## src/design/spi_frontend_map.vh

```
// Constants of the serial flash pin front end.
`ifndef SPI_FRONTEND_MAP_VH
`define SPI_FRONTEND_MAP_VH

// Opcodes that switch the read data path to several lines.
`define OP_READ_CACHE_X2 8'h3B
`define OP_READ_CACHE_X4 8'h6B

// Output width codes.
`define WIDTH_X1 2'h0
`define WIDTH_X2 2'h1
`define WIDTH_X4 2'h2

// Reset values.
`define RST_BYTE 8'h00
`define RST_BITCNT 3'h0
`define RST_BYTECNT 4'h0

// Bits in one byte and the saturating byte count limit.
`define BITS_PER_BYTE 4'h8
`define BYTECNT_MAX 4'hF

// Core clocks after reset before a select fall may arm the device.
`define WARM_CYCLES 3'h7

`endif

```

## src/design/pin_sync3.v

```verilog
// Three-stage pin synchroniser with agreement filter.
`timescale 1ns/1ps
module pin_sync3 #(
	parameter WIDTH = 5
) (
	input wire i_clk, // core clock
	input wire i_rst_n, // synchronised reset, active low
	input wire [WIDTH-1:0] i_pin, // raw pin levels
	input wire [WIDTH-1:0] i_rst_val, // level shown in the first cycle after reset release
	output wire [WIDTH-1:0] o_level // filtered stable level
);
	reg [WIDTH-1:0] s1_r;
	reg [WIDTH-1:0] s2_r;
	reg [WIDTH-1:0] s3_r;
	reg [WIDTH-1:0] level_r;
	reg rst_done_r;
	genvar g;

	// Reset takes constants only; the idle level is copied at release.
	always @(posedge i_clk or negedge i_rst_n) begin
		if (!i_rst_n) begin
			s1_r <= {WIDTH{1'b0}};
			s2_r <= {WIDTH{1'b0}};
			s3_r <= {WIDTH{1'b0}};
			rst_done_r <= 1'b0;
		end else begin
			s1_r <= i_pin;
			s2_r <= s1_r;
			s3_r <= s2_r;
			rst_done_r <= 1'b1;
		end
	end

	// A change counts only once stages two and three agree.
	generate
		for (g = 0; g < WIDTH; g = g + 1) begin : bit_filt
			always @(posedge i_clk or negedge i_rst_n) begin
				if (!i_rst_n) begin
					level_r[g] <= 1'b0;
				end else if (!rst_done_r) begin
					level_r[g] <= i_rst_val[g];
				end else if (s2_r[g] == s3_r[g]) begin
					level_r[g] <= s3_r[g];
				end
			end
		end
	endgenerate

	assign o_level = level_r;
endmodule

```

## src/design/rx_byte_shifter.v

```verilog
// Serial-to-byte receive shifter.
`timescale 1ns/1ps
`include "spi_frontend_map.vh"
module rx_byte_shifter (
	input wire i_clk, // core clock
	input wire i_rst_n, // synchronised reset, active low
	input wire i_clear, // drop partial byte
	input wire i_shift, // take one bit
	input wire i_bit, // serial bit, msb first
	output reg [7:0] o_byte, // last complete byte
	output reg o_done, // one-cycle pulse per byte
	output wire o_partial // bits held but byte incomplete
);
	reg [6:0] sh_r;
	reg [2:0] cnt_r;

	always @(posedge i_clk or negedge i_rst_n) begin
		if (!i_rst_n) begin
			sh_r <= 7'h00;
			cnt_r <= `RST_BITCNT;
			o_byte <= `RST_BYTE;
			o_done <= 1'b0;
		end else begin
			o_done <= 1'b0;
			if (i_clear) begin
				cnt_r <= `RST_BITCNT;
			end else if (i_shift) begin
				sh_r <= {sh_r[5:0], i_bit};
				cnt_r <= cnt_r + 3'h1;
				if (cnt_r == 3'h7) begin
					o_byte <= {sh_r, i_bit};
					o_done <= 1'b1;
				end
			end
		end
	end

	assign o_partial = (cnt_r != `RST_BITCNT);
endmodule

```

## src/design/serial_flash_pin_frontend.v

```verilog
// Pin-level serial front end of a serial flash device.
`timescale 1ns/1ps
`include "spi_frontend_map.vh"
// Overview of operation
// - Select low means active, traffic accepted.
// - Select high deselects and floats output.
// - No command before first select falling edge.
// - Standby only when no internal operation busy.
// - One select frame per operation, registered at release.
// - Input bits sampled on rising serial clock.
// - Output changes after falling serial clock.
// - Single-line read data shifts out one bit per clock.
// - Pause suspends traffic, keeps command context.
// - Paused: output floats, clock and input ignored.
// - Protect low plus disable bit blocks lock writes.
// - Both idle clock levels; rise samples, fall drives.
// - Pause changes only while serial clock low.
// - Quad cache read drives four data lines.
// - Dual cache read drives two data lines.
module serial_flash_pin_frontend (
	input wire I_CORE_CLK, // core clock, 250 MHz
	input wire I_RST_B, // asynchronous reset, active low
	input wire I_CS_B, // chip select pin, active low
	input wire I_SCK, // serial clock pin
	input wire I_SI, // data input pin level (also quad bit 0)
	input wire I_WP_B, // write protect pin level (also quad bit 2)
	input wire I_HOLD_B, // pause pin level (also quad bit 3)
	output reg O_SO, // serial output / quad_data_bit1
	output reg O_SO_OE, // output enable of serial output pin
	output reg O_SI_OUT, // quad_data_bit0 drive
	output reg O_SI_OE, // enable of input pin drive
	output reg O_WP_OUT, // quad_data_bit2 drive
	output reg O_WP_OE, // enable of protect pin drive
	output reg O_HOLD_OUT, // quad_data_bit3 drive
	output reg O_HOLD_OE, // enable of pause pin drive
	output reg [7:0] O_RX_BYTE, // received byte
	output reg O_RX_VALID, // one-cycle pulse, byte received
	output reg O_RX_FIRST, // received byte is the opcode
	output reg O_FRAME_END, // pulse, select released after full bytes
	output reg O_FRAME_ABORT, // pulse, select released mid-byte
	input wire I_TX_EN, // level, core wants read data driven
	input wire [7:0] I_TX_BYTE, // next read byte from core
	output reg O_TX_REQ, // pulse, I_TX_BYTE taken; present next
	input wire I_CORE_BUSY, // program, erase or status write running
	input wire I_LOCK_WR_DIS, // lock_register_write_disable bit
	output reg O_ACTIVE, // device selected and armed
	output reg O_STANDBY, // standby power state
	output reg O_PAUSED, // pause mode in force
	output reg O_LOCK_WR_BLOCK // block-lock bit writes refused
);
	reg rst_m_r;
	reg rst_n_r;
	wire rst_n;
	wire [4:0] pin_level;
	wire cs_st;
	wire sck_st;
	wire si_st;
	wire wp_st;
	wire hold_st;
	reg cs_prev_r;
	reg sck_prev_r;
	reg armed_r;
	reg [2:0] warm_r;
	reg hold_r;
	reg [7:0] opcode_r;
	reg [3:0] bytecnt_r;
	reg tx_on_r;
	reg [1:0] width_r;
	reg [7:0] tx_sh_r;
	reg [3:0] tx_left_r;
	wire cs_fall;
	wire cs_rise;
	wire sck_rise;
	wire sck_fall;
	wire sel;
	wire quad_out;
	wire hold_eff;
	wire [7:0] rx_byte;
	wire rx_done;
	wire rx_partial;
	wire rx_shift;
	wire rx_clear;
	wire tx_want;
	wire [3:0] step;
	reg [7:0] cur_byte;
	reg [3:0] cur_left;

	// Output width selected by the opcode of the frame.
	function [1:0] width_of;
		input [7:0] op;
		begin
			if (op == `OP_READ_CACHE_X4)
				width_of = `WIDTH_X4;
			else if (op == `OP_READ_CACHE_X2)
				width_of = `WIDTH_X2;
			else
				width_of = `WIDTH_X1;
		end
	endfunction

	// Bits consumed per falling clock edge for a width code.
	function [3:0] step_of;
		input [1:0] w;
		begin
			case (w)
				`WIDTH_X2: step_of = 4'h2;
				`WIDTH_X4: step_of = 4'h4;
				default: step_of = 4'h1;
			endcase
		end
	endfunction

	always @(posedge I_CORE_CLK or negedge I_RST_B) begin
		if (!I_RST_B) begin
			rst_m_r <= 1'b0;
			rst_n_r <= 1'b0;
		end else begin
			rst_m_r <= 1'b1;
			rst_n_r <= rst_m_r;
		end
	end
	assign rst_n = rst_n_r;

	// Pins idle as deselected, not paused, not protected.
	pin_sync3 #(
		.WIDTH(5)
	) u_sync (
		.i_clk(I_CORE_CLK),
		.i_rst_n(rst_n),
		.i_pin({I_HOLD_B, I_WP_B, I_SI, I_SCK, I_CS_B}),
		.i_rst_val(5'h19),
		.o_level(pin_level)
	);
	assign cs_st = pin_level[0];
	assign sck_st = pin_level[1];
	assign si_st = pin_level[2];
	assign wp_st = pin_level[3];
	assign hold_st = pin_level[4];

	assign cs_fall = cs_prev_r & ~cs_st;
	assign cs_rise = ~cs_prev_r & cs_st;
	// Edges are seen through one common delay, so data stays aligned.
	assign sck_rise = ~sck_prev_r & sck_st;
	assign sck_fall = sck_prev_r & ~sck_st;
	assign sel = ~cs_st & armed_r;
	assign quad_out = tx_on_r & (width_r == `WIDTH_X4);
	// The pause pin is our own output in quad reads, never a pause.
	assign hold_eff = hold_r & ~quad_out;
	// Nothing is received while read data is driven, at any width; wide reads own the input pin.
	assign rx_shift = sel & sck_rise & ~hold_eff & ~tx_on_r;
	assign rx_clear = ~sel;

	rx_byte_shifter u_rx (
		.i_clk(I_CORE_CLK),
		.i_rst_n(rst_n),
		.i_clear(rx_clear),
		.i_shift(rx_shift),
		.i_bit(si_st),
		.o_byte(rx_byte),
		.o_done(rx_done),
		.o_partial(rx_partial)
	);

	always @(posedge I_CORE_CLK or negedge rst_n) begin
		if (!rst_n) begin
			cs_prev_r <= 1'b1;
			sck_prev_r <= 1'b0;
			armed_r <= 1'b0;
			warm_r <= 3'h0;
			hold_r <= 1'b0;
		end else begin
			cs_prev_r <= cs_st;
			sck_prev_r <= sck_st;
			if (warm_r != `WARM_CYCLES) begin
				warm_r <= warm_r + 3'h1;
			end
			// Just after reset the synchroniser shows assumed levels, so
			// a select held low would look like a fall; such edges are
			// ignored until the pin copies are real.
			if (cs_fall && (warm_r == `WARM_CYCLES)) begin
				armed_r <= 1'b1;
			end
			// A pause level change only lands while the clock is low,
			// which covers both the direct and the next-fall cases.
			if (cs_st) begin
				hold_r <= 1'b0;
			end else if (!sck_st) begin
				hold_r <= ~hold_st;
			end
		end
	end

	// Opcode and byte position survive a pause; the position is cleared at release.
	always @(posedge I_CORE_CLK or negedge rst_n) begin
		if (!rst_n) begin
			opcode_r <= `RST_BYTE;
			bytecnt_r <= `RST_BYTECNT;
			O_RX_BYTE <= `RST_BYTE;
			O_RX_VALID <= 1'b0;
			O_RX_FIRST <= 1'b0;
			O_FRAME_END <= 1'b0;
			O_FRAME_ABORT <= 1'b0;
		end else begin
			O_RX_VALID <= 1'b0;
			O_FRAME_END <= 1'b0;
			O_FRAME_ABORT <= 1'b0;
			if (!sel) begin
				bytecnt_r <= `RST_BYTECNT;
			end else if (rx_done) begin
				O_RX_BYTE <= rx_byte;
				O_RX_VALID <= 1'b1;
				O_RX_FIRST <= (bytecnt_r == `RST_BYTECNT);
				if (bytecnt_r == `RST_BYTECNT) begin
					opcode_r <= rx_byte;
				end
				if (bytecnt_r != `BYTECNT_MAX) begin
					bytecnt_r <= bytecnt_r + 4'h1;
				end
			end
			// The operation is handed on when the select is released.
			if (cs_rise && armed_r) begin
				O_FRAME_END <= ~rx_partial;
				O_FRAME_ABORT <= rx_partial;
			end
		end
	end

	assign tx_want = sel & I_TX_EN;
	assign step = step_of(width_r);

	// Byte about to be shifted and the bits left in it.
	always @* begin
		cur_byte = tx_sh_r;
		cur_left = tx_left_r;
		if (tx_left_r == 4'h0) begin
			cur_byte = I_TX_BYTE;
			cur_left = `BITS_PER_BYTE;
		end
	end

	always @(posedge I_CORE_CLK or negedge rst_n) begin
		if (!rst_n) begin
			tx_on_r <= 1'b0;
			width_r <= `WIDTH_X1;
			tx_sh_r <= `RST_BYTE;
			tx_left_r <= 4'h0;
			O_TX_REQ <= 1'b0;
			O_SO <= 1'b0;
			O_SI_OUT <= 1'b0;
			O_WP_OUT <= 1'b0;
			O_HOLD_OUT <= 1'b0;
		end else begin
			O_TX_REQ <= 1'b0;
			if (!tx_want) begin
				tx_on_r <= 1'b0;
				tx_left_r <= 4'h0;
			end else if (sck_fall && !hold_eff) begin
				// New bits appear only after a falling clock edge, so the
				// host samples them stable at the next rise.
				tx_on_r <= 1'b1;
				width_r <= width_of(opcode_r);
				if (tx_left_r == 4'h0) begin
					O_TX_REQ <= 1'b1;
				end
				case (width_of(opcode_r))
					`WIDTH_X4: begin
						O_HOLD_OUT <= cur_byte[7];
						O_WP_OUT <= cur_byte[6];
						O_SO <= cur_byte[5];
						O_SI_OUT <= cur_byte[4];
						tx_sh_r <= {cur_byte[3:0], 4'h0};
						tx_left_r <= cur_left - 4'h4;
					end
					`WIDTH_X2: begin
						O_SO <= cur_byte[7];
						O_SI_OUT <= cur_byte[6];
						tx_sh_r <= {cur_byte[5:0], 2'h0};
						tx_left_r <= cur_left - 4'h2;
					end
					default: begin
						O_SO <= cur_byte[7];
						tx_sh_r <= {cur_byte[6:0], 1'b0};
						tx_left_r <= cur_left - 4'h1;
					end
				endcase
			end
		end
	end

	// Enables are registered, so pins float one cycle after the cause.
	always @(posedge I_CORE_CLK or negedge rst_n) begin
		if (!rst_n) begin
			O_SO_OE <= 1'b0;
			O_SI_OE <= 1'b0;
			O_WP_OE <= 1'b0;
			O_HOLD_OE <= 1'b0;
			O_ACTIVE <= 1'b0;
			O_STANDBY <= 1'b0;
			O_PAUSED <= 1'b0;
			O_LOCK_WR_BLOCK <= 1'b0;
		end else begin
			O_SO_OE <= tx_want & tx_on_r & ~hold_eff;
			O_SI_OE <= tx_want & tx_on_r & ~hold_eff & (step != 4'h1);
			O_WP_OE <= tx_want & quad_out;
			O_HOLD_OE <= tx_want & quad_out;
			O_ACTIVE <= sel;
			O_STANDBY <= cs_st & ~I_CORE_BUSY;
			O_PAUSED <= hold_eff & sel;
			// In quad reads the protect pin carries data, not protection.
			O_LOCK_WR_BLOCK <= ~wp_st & I_LOCK_WR_DIS & ~quad_out;
		end
	end
endmodule

```

## config.mk

```make
export PLATFORM = sky130hd
export DESIGN_NAME = serial_flash_pin_frontend
export DESIGN_NICKNAME = d
export VERILOG_FILES = /design/src/design/pin_sync3.v /design/src/design/rx_byte_shifter.v /design/src/design/serial_flash_pin_frontend.v
export VERILOG_INCLUDE_DIRS = /design/src /design/src/design
export SDC_FILE = /design/constraint.sdc
export NUM_CORES = 1
export LEC_CHECK = 0
export ABC_AREA = 1
export BUFFER_PORTS_ARGS = -buffer_cell sky130_fd_sc_hd__buf_2
export CAP_MARGIN = 20
export CORE_ASPECT_RATIO = 0.8
export CORE_MARGIN = 2
export CORE_UTILIZATION = 52
export CTS_CLUSTER_DIAMETER = 60
export DETAILED_ROUTE_END_ITERATION = 12
export GPL_TIMING_DRIVEN = 0
export PLACE_DENSITY = 0.77
export RECOVER_POWER = 25
export SLEW_MARGIN = 20
export SYNTH_ARGS = -nofsm -noshare
export SYNTH_HDL_FRONTEND = slang
export SYNTH_SLANG_ARGS = --single-unit
```

## constraint.sdc

```tcl
create_clock -name I_CORE_CLK -period 5.9 [get_ports I_CORE_CLK]
set_input_delay 1.18 -clock I_CORE_CLK [delete_from_list [all_inputs] [get_ports I_CORE_CLK]]
set_output_delay 1.18 -clock I_CORE_CLK [all_outputs]
set_load 0.05 [all_outputs]
```

After elaboration in Yosys (flattened, before gate mapping)
Index checks and enable logic that the tools add are counted.

cells by class
  add/subtract/negate cells = 6
  equality and inequality tests = 26
  multiplexer cells = 42
  bitwise gates (word level) = 30
  reductions and logical operators = 16

operators with widths
  operator               number
  $mux W1                26
  $mux W4                6
  $and A1 B1 Y1          19
  $pmux W8 S2            1
  $ne A2 B2 Y1 const B   6
  $reduce_and A3 Y1      4
  $not A1 Y1             11
  $eq A8 B6 Y1 const B   1
  $eq A8 B7 Y1 const B   1
  $logic_not A4 Y1       2
  $mux W8                1
  $ne A2 B1 Y1 const B   4
  $pmux W4 S2            1
  $reduce_and A2 Y1      4
  $add A3 B1 Y3 const B  2
  $eq A3 B3 Y1 const B   2
  $mux W2                3
  $mux W3                2
  $pmux W3 S2            1
  $eq A1 B1 Y1           5
  $add A4 B1 Y4 const B  1
  $eq A2 B1 Y1 const B   2
  $eq A2 B2 Y1 const B   2
  $ne A4 B1 Y1 const B   1
  other kinds (10)       12

word-level totals
  flip-flop bits (word level) = 100
  logic and storage cells = 163

Depth between registers and ports, before layout
  depth in word-level cells = 12
  depth in mapped cells = 12
  mapped depth without buffers = 11

Modules after synthesis
Synthesis repeated with hierarchy kept, for this count alone.

unflattened totals
  cells, all modules = 492
  area total of the unflattened synthesis = 4,408.0 sq um

by module, submodules not included
  module                     instances  cells an instance  area an instance (sq um)
  serial_flash_pin_frontend  1          341                2,895.3
  rx_byte_shifter            1          88                 829.5
  pin_sync3                  1          63                 683.2

Worst setup path after synthesis
OpenSTA, ideal clock, no wires.

  path type = reg-to-output
  start = reg O_HOLD_OE (netlist name)
  end = out O_WP_OE
  arrival time = 0.886 ns
  data required time = 4.720 ns
  slack = 3.834 ns
  stages on the path, launching flop included = 2
  buffers on the path = 1
  cells stage by stage = dfrtp_1 > buf_4

RTL lines
  item           RTL line                        text
  end, declared  serial_flash_pin_frontend.v:33  output reg O_WP_OE,

==> impl_results.md <==
* Synth top area share at 0.579
* Die width at 105 um
* Core area at 7910 um^2
* Total CTS buffers at 9
* Placed insts at 599
* Setup WS post-layout at 3.66 ns
* First-pass GRT wire length at 13,800 um
* Setup crit end kind: output pin
* Seq cells post-synth at 99
* Unique masters post-synth at 33
* Clock skew at 0.00919 ns
* Via-to-Cell Ratio at 4.97
* Wire length per cell at 12.7 um
* H-tree levels at 3
* Worst setup path startpoint: O_HOLD_OE$_DFF_PN0_
* Starting Density at 0.535
* Initial antenna violation count at 0
* Post-Layout Cell Count at 615
* Ant. Diodes at 0
* Yosys Warn Count at 0
* Final GP Congestion at 0.836
* Fin util at 0.605
* CTS tree: yes
* Final WL at 7800 um
* Cell Area, Synth at 4240 um^2
* Crit path time final at 2.24 ns
* Pwr/cell area at 259 nW/um^2
* Tightest Pin Transition at 2.02 ns
* Max_slew headroom at -0.344
* Top cells by count, synth: nand2_1 (126), dfrtp_1 (98), nor2_1 (45)
* Clk Latency, worst-skew pair at 0.36 ns
* Sw Ratio at 0.233
* Global-route usage over all layers at 0.197
* CTS Hold Buffers Added at 0
* Vias in the first global route at 3,008
* Setup tns final at 0 ns
* Setup bufs post-CTS at 0
* Maxcap violations at 1
* Longest Clk Path Bufs at 2
* Number of synthesized flops with an enable pin at 0
* Lkg Pwr at 2.53 nW
* Status: finished, violations left
* Die area at 8890 um^2
* DR pass1 iterations at 4
* Hold WC Path Type: register to register
* Clk root buf: clkbuf_8
* Failing checks: max-capacitance violations, max-slew violations
* Nets@finish at 530
* Worst-path clk slew at 0.09 ns
* Most used DFF post-synth: dfrtp_1
* Post-CTS sizing at 0
* DRC viols at 0
* Die Ht at 84.7 um
* Fraction of registers with async set/reset at 1.00
* Max IR drop VDD at 0.220 mV
* Worst R2R Path Depth at 7
* Sequential area share after synthesis at 0.585
* Largest net degree at the start of global routing at 51
* Register-to-register setup slack at 3.88 ns
* RSZ-0062 raised after global routing: false
* FMAX at 447 MHz
* I/O Buffers at 42
* Slew Limit Fails at 50
* I/O pin count at 43
* Combinational power share at 0.064
* Crit path DAT at 1.06 ns
* Final Cycle Share at 0.380
* DRT iter0 DRCs at 139
* Dpl hpwl at 5710 um
* Syn Area/Cell at 9.47 um^2
* CP required at 4.72 ns
* Row cnt at 29
* Final setup violating endpoints at 0
* Num Clock Sinks at 99
* Top cells by area, synth: dfrtp_1 (58%), nand2_1 (11%), nor2_1 (4.0%)
* Place WS at 3.82 ns
* Area leader, netlist: dfrtp_1
* Clk pwr share at 0.338
* Largest fanout on the critical path at 2
* Reg2reg start: u_sync.o_level[0]$_DFFE_PN0P_
* Via count at 3,057
* Area delta synth->final at 12.9%
* Reg power frac at 0.598
* Most common cell in the netlist: nand2_1
* Worst setup path class: register to output pin
* Grt ovf at 0
* Gate Count Post-Synth at 447
* CP Capture Point: O_WP_OE
* R2r endpoint: tx_sh_r[5]$_DFFE_PN0P_
* Hold Fails Final Rpt at 0
* P_int at 0.000950 W
* CP Launch Type: register
* Share of layout cells above drive strength 1 at 0.189
* Psw at 0.000288 W
* Final antenna-violating net count at 0
==> kinds of logic (layout without fill, tap and decap cells) <==
group                      count (synthesis)  count (layout)  share of synthesized area
and+or+nand+nor                          223             223                      0.242
AOI/OAI and AO/OA                         56              56                     0.0750
adders and majority gates                 10              10                     0.0295
DFF                                       99              99                      0.585
other                                      1               2                   0.000885
muxes                                      2               2                    0.00532
xor gates and xnor gates                   1               1                    0.00207
buffers and inverters                     55             114                     0.0597
==> layout make-up <==
cell class,instances,area [um^2]
fillers,710,3130
flip-flops and latches,99,2480
multi-input cells,294,1490
repair buffers,43,236
inverters,47,179
clock buffers,14,153
well taps,108,135
plain buffers,8,73.8
clock inverters,2,35.0
==> state kept, by name (all words and copies together), names as in the netlist, 7 cells and up <==
name         count
O_RX_BYTE        8
opcode_r         8
u_rx.o_byte      8
tx_sh_r          7
u_rx.sh_r        7
==> how the worst min path moves through the flow <==
| stage | start | to | slack (ns) | cells past startpoint |
|---|---|---|---|---|
| after CTS | u_sync.s1_r[2]$_DFF_PN0_ | u_sync.s2_r[2]$_DFF_PN0_ | 0.35 | 0 |
| after floorplan | rst_m_r$_DFF_PN0_ | rst_n$_DFF_PN0_ | 0.33 | 0 |
| after detailed placement | u_sync.s1_r[2]$_DFF_PN0_ | u_sync.s2_r[2]$_DFF_PN0_ | 0.33 | 0 |
| after global routing | u_sync.s1_r[4]$_DFF_PN0_ | u_sync.s2_r[4]$_DFF_PN0_ | 0.36 | 0 |
| final | u_sync.s1_r[3]$_DFF_PN0_ | u_sync.s2_r[3]$_DFF_PN0_ | 0.35 | 0 |
| after global placement | u_sync.s1_r[3]$_DFF_PN0_ | u_sync.s2_r[3]$_DFF_PN0_ | 0.33 | 0 |
==> worst max-delay path, cell delays in order (launching register included) <==
cell and delay [ns]:
dfrtp_1 0.38, buf_4 0.12, buf_2 0.20
==> power groups by stage <==
| stage | Sequential, W | Combinational (W) | Clock, W |
|---|---|---|---|
| final | 0.000740 | 0.0000795 | 0.000418 |
| after global routing | 0.000747 | 0.0000916 | 0.000461 |
| after CTS | 0.000742 | 0.0000813 | 0.000432 |
| after detailed placement | 0.000755 | 0.0000812 | 0 |
| after global placement | 0.000759 | 0.0000694 | 0 |
| after floorplan | 0.000761 | 0.0000453 | 0 |
==> metrics by stage <==
step                area [um^2]  hold WS (ns)  total power (W)
finish                     4780         0.351          0.00124
global route               4780         0.362          0.00130
CTS                        4800         0.353          0.00126
detailed placement         4620         0.335         0.000836
global placement           4580         0.332         0.000828
floorplan                  4240         0.331         0.000806
==> metal layers <==
metal	part of all wire	vias up	routed length, um	GRT usage
met5	0	-	0	0
met4	0.018	0	143	0.0679
met3	0.046	14	356	0.0598
met2	0.46	65	3590	0.303
met1	0.48	1448	3710	0.268
li1	-	1530	-	-
==> placed cells by master, fill, tap and decap left out, types with 2 or more instances in the layout <==
| master | synthesis | layout |
|---|---|---|
| a21oi_1 | 11 | 11 |
| buf_2 | 2 | 43 |
| buf_6 | 5 | 5 |
| clkbuf_1 | 0 | 5 |
| clkbuf_8 | 0 | 10 |
| conb_1 | 1 | 2 |
| dfrtp_1 | 98 | 98 |
| ha_1 | 10 | 10 |
| inv_1 | 42 | 42 |
| inv_2 | 4 | 4 |
| mux2_2 | 2 | 2 |
| nand2_1 | 126 | 126 |
| nand2_2 | 5 | 5 |
| nand3_1 | 29 | 29 |
| nand3_4 | 2 | 2 |
| nor2_1 | 45 | 46 |
| nor2_2 | 2 | 2 |
| nor2_4 | 4 | 4 |
| nor2_8 | 3 | 2 |
| nor3_1 | 2 | 2 |
| o21ai_0 | 15 | 15 |
| o21ai_1 | 19 | 19 |
| o21ai_2 | 8 | 8 |
No activity file was read; power rests on OpenSTA's default activity.
